`config.mk`:
```
export PLATFORM = sky130hd
export DESIGN_NAME = pbrt_top
export DESIGN_NICKNAME = d
export VERILOG_FILES = /design/src/hdl/pbrt_pkg.sv /design/src/hdl/pbrt_counter.sv /design/src/hdl/pbrt_top.sv
export VERILOG_INCLUDE_DIRS = /design/src /design/src/hdl
export SDC_FILE = /design/constraint.sdc
export NUM_CORES = 1
export LEC_CHECK = 0
export BUFFER_PORTS_ARGS = -buffer_cell sky130_fd_sc_hd__buf_4
export CORE_MARGIN = 4
export CORE_UTILIZATION = 47
export CTS_CLUSTER_SIZE = 10
export DETAILED_ROUTE_END_ITERATION = 10
export SYNTH_ARGS = -nofsm -noshare
export SYNTH_HDL_FRONTEND = slang
export SYNTH_HIERARCHICAL = 1
export SYNTH_SLANG_ARGS = --single-unit
```
`constraint.sdc`:
```
create_clock -name I_CORE_CLK -period 3.5 [get_ports I_CORE_CLK]
set_input_delay 0.35 -clock I_CORE_CLK [delete_from_list [all_inputs] [get_ports I_CORE_CLK]]
set_output_delay 0.35 -clock I_CORE_CLK [all_outputs]
set_load 0.01 [all_outputs]
```
`src/hdl/pbrt_consts.svh`:
```
/*
  timing constants for the push-button reset timer.
  assumes a 200 MHz core clock; counts derive from printed times.
*/
// Behaviour
// - dual inputs: both low beyond hold time
// - single input: first button low beyond hold
// - input variant: release when a required button rises
// - pulse variant: release after 400/80 ms
// - reset output active low, open drain
// - select picks 7.5 s, or 12.5/0 s
// - zero hold: assert after 150 us detect
// - wait 300 us start-up, then act
// - one reset per condition; release needed
// - ignore input glitches during fixed pulse
// - sample select at power-up or button high
`ifndef PBRT_CONSTS_SVH
`define PBRT_CONSTS_SVH
`define PBRT_CLK_MHZ 200
`define PBRT_HOLD_LOW_MS 7500
`define PBRT_HOLD_HIGH_IN_MS 12500
`define PBRT_HOLD_HIGH_FIX_MS 0
`define PBRT_PULSE_G_MS 400
`define PBRT_PULSE_C_MS 80
`define PBRT_DETECT_DELAY_US 150
`define PBRT_STARTUP_DELAY_US 300
`define PBRT_MS_CYC(ms) ((ms) * 1000 * `PBRT_CLK_MHZ)
`define PBRT_US_CYC(us) ((us) * `PBRT_CLK_MHZ)
`endif

```
`src/hdl/pbrt_pkg.sv`:
```
/*
  types for the push-button reset timer.
  assumes nothing beyond the constants header.
*/
package pbrt_pkg;
  typedef enum logic [1:0] {
    PBRT_INPUT_DEP,
    PBRT_FIXED_G,
    PBRT_FIXED_C
  } pbrt_variant_t;
  typedef enum logic [1:0] {
    PBRT_ST_STARTUP,
    PBRT_ST_ARMED,
    PBRT_ST_RESET,
    PBRT_ST_WAIT_REL
  } pbrt_state_t;
endpackage

```
`src/hdl/pbrt_counter.sv`:
```
/*
  up counter with clear and terminal flag.
  assumes synchronous clear from the owner.
*/
`timescale 1ns/100ps
module pbrt_counter #(
  parameter int WIDTH = 40
) (
  input wire logic i_clk,
  input wire logic i_reset_n,
  input wire logic i_clear,
  input wire logic [WIDTH-1:0] i_limit,
  output logic o_done
);
  typedef struct packed {
    logic [WIDTH-1:0] cnt;
  } pbrt_cnt_state_t;
  pbrt_cnt_state_t s_q, s_d;
  always_comb begin
    s_d = s_q;
    if (i_clear) begin
      s_d.cnt = '0;
    end else if (s_q.cnt < i_limit) begin
      s_d.cnt = s_q.cnt + WIDTH'(1);
    end
  end
  always_ff @(posedge i_clk or negedge i_reset_n) begin
    if (!i_reset_n) begin
      s_q <= '0;
    end else begin
      s_q <= s_d;
    end
  end
  // done only once the limit is reached, not on clear
  assign o_done = !i_clear && (s_q.cnt >= i_limit);
endmodule

```
`src/hdl/pbrt_top.sv`:
```
/*
  push-button reset timer: holds, pulse and start-up timing.
  assumes button inputs and select synchronous to I_CORE_CLK;
  the pad resolves the open-drain reset from the enable.
*/
`timescale 1ns/100ps
`include "pbrt_consts.svh"
module pbrt_top #(
  parameter pbrt_pkg::pbrt_variant_t VARIANT = pbrt_pkg::PBRT_FIXED_G,
  parameter bit DUAL_INPUT = 1'b1,
  parameter int CW = 40,
  parameter longint HOLD_LOW_CYC = `PBRT_MS_CYC(`PBRT_HOLD_LOW_MS),
  parameter longint HOLD_HIGH_IN_CYC = `PBRT_MS_CYC(`PBRT_HOLD_HIGH_IN_MS),
  parameter longint PULSE_G_CYC = `PBRT_MS_CYC(`PBRT_PULSE_G_MS),
  parameter longint PULSE_C_CYC = `PBRT_MS_CYC(`PBRT_PULSE_C_MS),
  parameter longint DETECT_CYC = `PBRT_US_CYC(`PBRT_DETECT_DELAY_US),
  parameter longint STARTUP_CYC = `PBRT_US_CYC(`PBRT_STARTUP_DELAY_US)
) (
  input wire logic I_CORE_CLK,
  input wire logic I_RESET_N,
  input wire logic I_FIRST_BUTTON_IN_N,
  input wire logic I_SECOND_BUTTON_IN_N,
  input wire logic I_DELAY_SELECT,
  output logic O_RESET_OUT,
  output logic O_RESET_OE,
  output logic O_RESET_ACTIVE_N
);
  typedef struct packed {
    pbrt_pkg::pbrt_state_t st;
    logic sel;
    logic oe;
    logic rst_n;
    logic drv; // open-drain data bit, always low so the enable alone pulls
  } pbrt_state_s_t;
  pbrt_state_s_t s_q, s_d;

  logic first_low, pressed, released;
  logic hold_done, pulse_done, start_done;
  logic hold_clr, pulse_clr;
  logic [CW-1:0] hold_lim, pulse_lim;

  assign first_low = !I_FIRST_BUTTON_IN_N;
  // single-input variant ignores the second pin
  assign pressed = DUAL_INPUT ? (first_low && !I_SECOND_BUTTON_IN_N) : first_low;
  assign released = !pressed;

  // hold time by variant and latched select
  always_comb begin
    if (!s_q.sel) begin
      hold_lim = CW'(HOLD_LOW_CYC);
    end else if (VARIANT == pbrt_pkg::PBRT_INPUT_DEP) begin
      hold_lim = CW'(HOLD_HIGH_IN_CYC);
    end else begin
      hold_lim = CW'(DETECT_CYC); // zero hold still has detect delay
    end
  end
  assign pulse_lim = (VARIANT == pbrt_pkg::PBRT_FIXED_C) ? CW'(PULSE_C_CYC) : CW'(PULSE_G_CYC);

  // hold counter restarts whenever a required input is high
  assign hold_clr = released || (s_q.st != pbrt_pkg::PBRT_ST_ARMED);
  assign pulse_clr = (s_q.st != pbrt_pkg::PBRT_ST_RESET);

  pbrt_counter #(.WIDTH(CW)) u_start (
    .i_clk(I_CORE_CLK),
    .i_reset_n(I_RESET_N),
    .i_clear(1'b0),
    .i_limit(CW'(STARTUP_CYC)),
    .o_done(start_done)
  );
  pbrt_counter #(.WIDTH(CW)) u_hold (
    .i_clk(I_CORE_CLK),
    .i_reset_n(I_RESET_N),
    .i_clear(hold_clr),
    .i_limit(hold_lim),
    .o_done(hold_done)
  );
  pbrt_counter #(.WIDTH(CW)) u_pulse (
    .i_clk(I_CORE_CLK),
    .i_reset_n(I_RESET_N),
    .i_clear(pulse_clr),
    .i_limit(pulse_lim),
    .o_done(pulse_done)
  );

  always_comb begin
    s_d = s_q;
    // select tracked during start-up or while any required button is high, frozen otherwise
    if (released) begin
      s_d.sel = I_DELAY_SELECT;
    end
    unique case (s_q.st)
      pbrt_pkg::PBRT_ST_STARTUP: begin
        // select caught during start-up window
        s_d.sel = I_DELAY_SELECT;
        if (start_done) begin
          s_d.st = pbrt_pkg::PBRT_ST_ARMED; // act only after start-up
        end
      end
      pbrt_pkg::PBRT_ST_ARMED: begin
        if (pressed && hold_done) begin
          s_d.st = pbrt_pkg::PBRT_ST_RESET;
        end
      end
      pbrt_pkg::PBRT_ST_RESET: begin
        if (VARIANT == pbrt_pkg::PBRT_INPUT_DEP) begin
          if (released) begin
            s_d.st = pbrt_pkg::PBRT_ST_ARMED;
          end
        end else if (pulse_done) begin
          // inputs not looked at while pulsing, so glitches vanish
          s_d.st = pbrt_pkg::PBRT_ST_WAIT_REL;
        end
      end
      pbrt_pkg::PBRT_ST_WAIT_REL: begin
        // a fresh press needs a release first
        if (released) begin
          s_d.st = pbrt_pkg::PBRT_ST_ARMED;
        end
      end
    endcase
    s_d.oe = (s_d.st == pbrt_pkg::PBRT_ST_RESET); // pull low only when asserted
    s_d.rst_n = !s_d.oe;
    s_d.drv = 1'h0;
  end

  always_ff @(posedge I_CORE_CLK or negedge I_RESET_N) begin
    if (!I_RESET_N) begin
      s_q <= '{st: pbrt_pkg::PBRT_ST_STARTUP, sel: 1'h0, oe: 1'h0, rst_n: 1'h1,
               drv: 1'h0};
    end else begin
      s_q <= s_d;
    end
  end

  // open drain: data is always low, the enable does the work
  assign O_RESET_OUT = s_q.drv;
  assign O_RESET_OE = s_q.oe;
  assign O_RESET_ACTIVE_N = s_q.rst_n;
endmodule

```
==> run summary <==
Final setup viols: 0
postcts setup bufs: 0
worst-path fanout max: 32
Diodes inserted: 0
Vias: 8846
CP max stage cell: or4_1
Worst R2R Start: s_q[3]$_DFFE_PN0P_
Top delay family on crit path: simple AND/OR/NAND/NOR gates
Yosys top cell area share: 30.77%
largest net degree at the start of global routing: 75
Startpoint Class: flip-flop
setup_tns: 0 ns
Die W: 154.5 um
Total Routing Usage GR: 19.83%
dpl ws: 0.2370 ns
Reg2Reg Capture Point: u_hold/s_q[12]$_DFFE_PN0P_
cell count after synthesis: 1196
WP depth: 11
share of the core filled with cells: 53.86%
Power, Total: 3.571 mW
Yosys warning total: 6
DR WL/cell: 14.44 um
Req. time, crit path: 3.84 ns
Syn Std Cell Area: 10080 um2
leakage power: 5.028 nW
number of synthesized flops with an enable pin: 0
CORE AREA: 21090 um2
final cell count without fillers: 1574
CP peak stage delay: 0.53 ns
initial core utilization: 47.82%
worst vdd ir: 0.0002589 V
Hold Crit Class: input port to flip-flop
clock sinks: 125
H-tree levels: 4
Syn Area/Cell: 8.431 um2
fmax: 314.0 MHz
final clock skew: 0.01121 ns
Yosys cell types: 63
FP Rows: 53
share of cells above drive strength 1: 7.005%
initial DRC count: 425
first-pass detailed-route iteration total: 5
layout net count: 1414
GRT Residual Overflow: 0
final hold vios: 0
DRC Markers: 0
Clock transition at path regs: 0.05 ns
HPWL Detailed: 15.89 mm
R2R setup slack: 0.32 ns
final worst slack: 0.3157 ns
kind of critical path: flip-flop to flip-flop
port bufs: 6
dpl cell area: 10720 um2
Period Utilization, post-route: 90.98%
Placed Instances: 1541
IO Pins: 8
crit-path cells: inv_2, inv_1, ha_1, a21oi_1, o21ai_0, a221oi_1, nand3b_1, or3_1, buf_4, or4_1, a21oi_1
status: completed
prevailing post-synth register cell: dfrtp_1
fin area: 11360 um2
CP most frequent cell: a21oi_1
slew margin rel.: 51.33%
GP Congestion: 0.7724
initial antenna violation count: 0
tightest hold margin: 0.1696 ns
Die ar.: 23860 um2
Worst EP arrival: 3.52 ns
RSZ-0062 raised after global routing: false
R2R depth: 11
ANT nets after route: 0
synthesis-to-layout area growth: 12.63%
Clock Latency Late Sink: 0.42 ns
Seq/Total Area, Yosys: 31.03%
Synth async-reset ratio: 100.0%
Cell Pwr Density: 314.4 nW/um2
Num CTS Buffers: 17
Clock Tree Buf Depth: 2
Detailed Route WL: 22.73 mm
Filler cells: 1993
vias in the first global route: 8287
top cells by area, synth: dfrtp_1 (31%), ha_1 (15%), a21oi_1 (7.8%)
Die Ht: 154.5 um
Yosys reg bits: 125
Slew Limit Fails: 0
Critical Path Sink: u_hold/s_q[12]$_DFFE_PN0P_
Max Cap Viol: 0
Synth area leader: dfrtp_1
Slew @ Worst Pin: 0.7300 ns
Tmin final: 3.184 ns
vias per cell: 5.620
global-route wire length before repair: 39.93 mm
Root Driver: clkbuf_16
Worst setup EP type: flip-flop
Crit path buffers/inverters: 3
TritonCTS clock tree: yes
worst setup path startpoint: s_q[3]$_DFFE_PN0P_
## state kept, by name, summed over array words and instances (netlist names)
signal and cells:
s_q 3, O_RESET_ACTIVE_N 1, u_pulse/s_q 40, u_start/s_q 40, u_hold/s_q 40, O_RESET_OE 1
## final cells by class
class / count / area, um2 / share of cell area (%)
Clock buffer: 20 / 456.7 / 4.021
Timing Repair Buffer: 25 / 219.0 / 1.928
Tap cell: 275 / 344.1 / 3.030
Clock inverter: 12 / 167.7 / 1.476
Inverter: 138 / 518.0 / 4.561
Sequential cell: 125 / 3129 / 27.55
Multi-Input combinational cell: 979 / 6523 / 57.43
## per-layer routing
layer / up-vias / track usage, % / wire [um]
met2: 99 / 32.92 / 10710
met1: 4214 / 27.24 / 11180
li1: 4519 / - / -
met3: 14 / 3.330 / 592
met5: - / 0 / 0
met4: 0 / 4.500 / 240
## how the worst min path moves through the flow
stage / startpoint / end / slack (ns) / cells after the start
floorplan: I_RESET_N / O_RESET_OE$_DFF_PN0_ / 0.05 / 0
global placement: I_RESET_N / u_pulse/s_q[12]$_DFFE_PN0P_ / 0.44 / 1
detailed placement: I_RESET_N / u_pulse/s_q[13]$_DFFE_PN0P_ / 0.44 / 1
CTS: I_DELAY_SELECT / s_q[3]$_DFFE_PN0P_ / 0.16 / 2
global route: I_DELAY_SELECT / s_q[3]$_DFFE_PN0P_ / 0.16 / 2
finish: I_DELAY_SELECT / s_q[3]$_DFFE_PN0P_ / 0.17 / 2
## report_power, final
group	switching (mW)	internal, mW	total, mW
Combinational	0.143	0.0718	0.215
Clock	0.669	1.22	1.89
Sequential	0.0122	1.45	1.46
## cells in the final DEF, fill, tap and decap left out, drive strengths merged, types with 5 or more instances in the layout
cell type and count:
nor4 15, a21oi 157, and3 32, nor2 31, o41ai 7, and2 9, clkbuf 20, nor3 16
and4 10, ha 123, o31ai 67, nand4 49, a21o 9, xnor2 12, buf 24, nand2b 5
or3 21, o21a 6, o21ai 38, nand3 69, conb 109, inv 138, clkinv 5, dfrtp 124
nand3b 9, nand2 75, or4 66
## cell families after synthesis
kind of cell	share of synthesized area, %
AND/OR/NAND/NOR	24.72
AO/OA/AOI/OAI	19.22
buffers and inverters	8.425
flip-flops	31.03
adder cells (fa/ha/maj)	15.26
XOR/XNOR	1.042
other	0.07448
multiplexers	0.2233
## Yosys cell counts (all sizes together) (2+ instances only)
library cell,instances
a21oi,157
inv,138
dfrtp,124
ha,123
nand2,75
nand3,69
o31ai,67
or4,66
nand4,49
o21ai,38
and3,32
buf,31
nor2,31
clkbuf,28
or3,21
nor3,16
nor4,15
xnor2,12
and4,10
a21o,9
and2,9
nand3b,9
o41ai,7
o21a,6
nand2b,5
a221oi,4
a31o,4
nor2b,4
o211ai,3
o21ba,3
or2,3
a21bo,2
a21boi,2
and3b,2
conb,2
dlygate4sd1,2
mux2,2
nand4b,2
o221ai,2
o2bb2ai,2
o311a,2
or4bb,2
## timing repair
action,CTS,global route
hold buffers,1,0
resized for setup,0,1
endpoints found under the setup margin,0,2
hold endpoints to repair,39,0
Note: power is estimated with default switching activity, not from simulation.
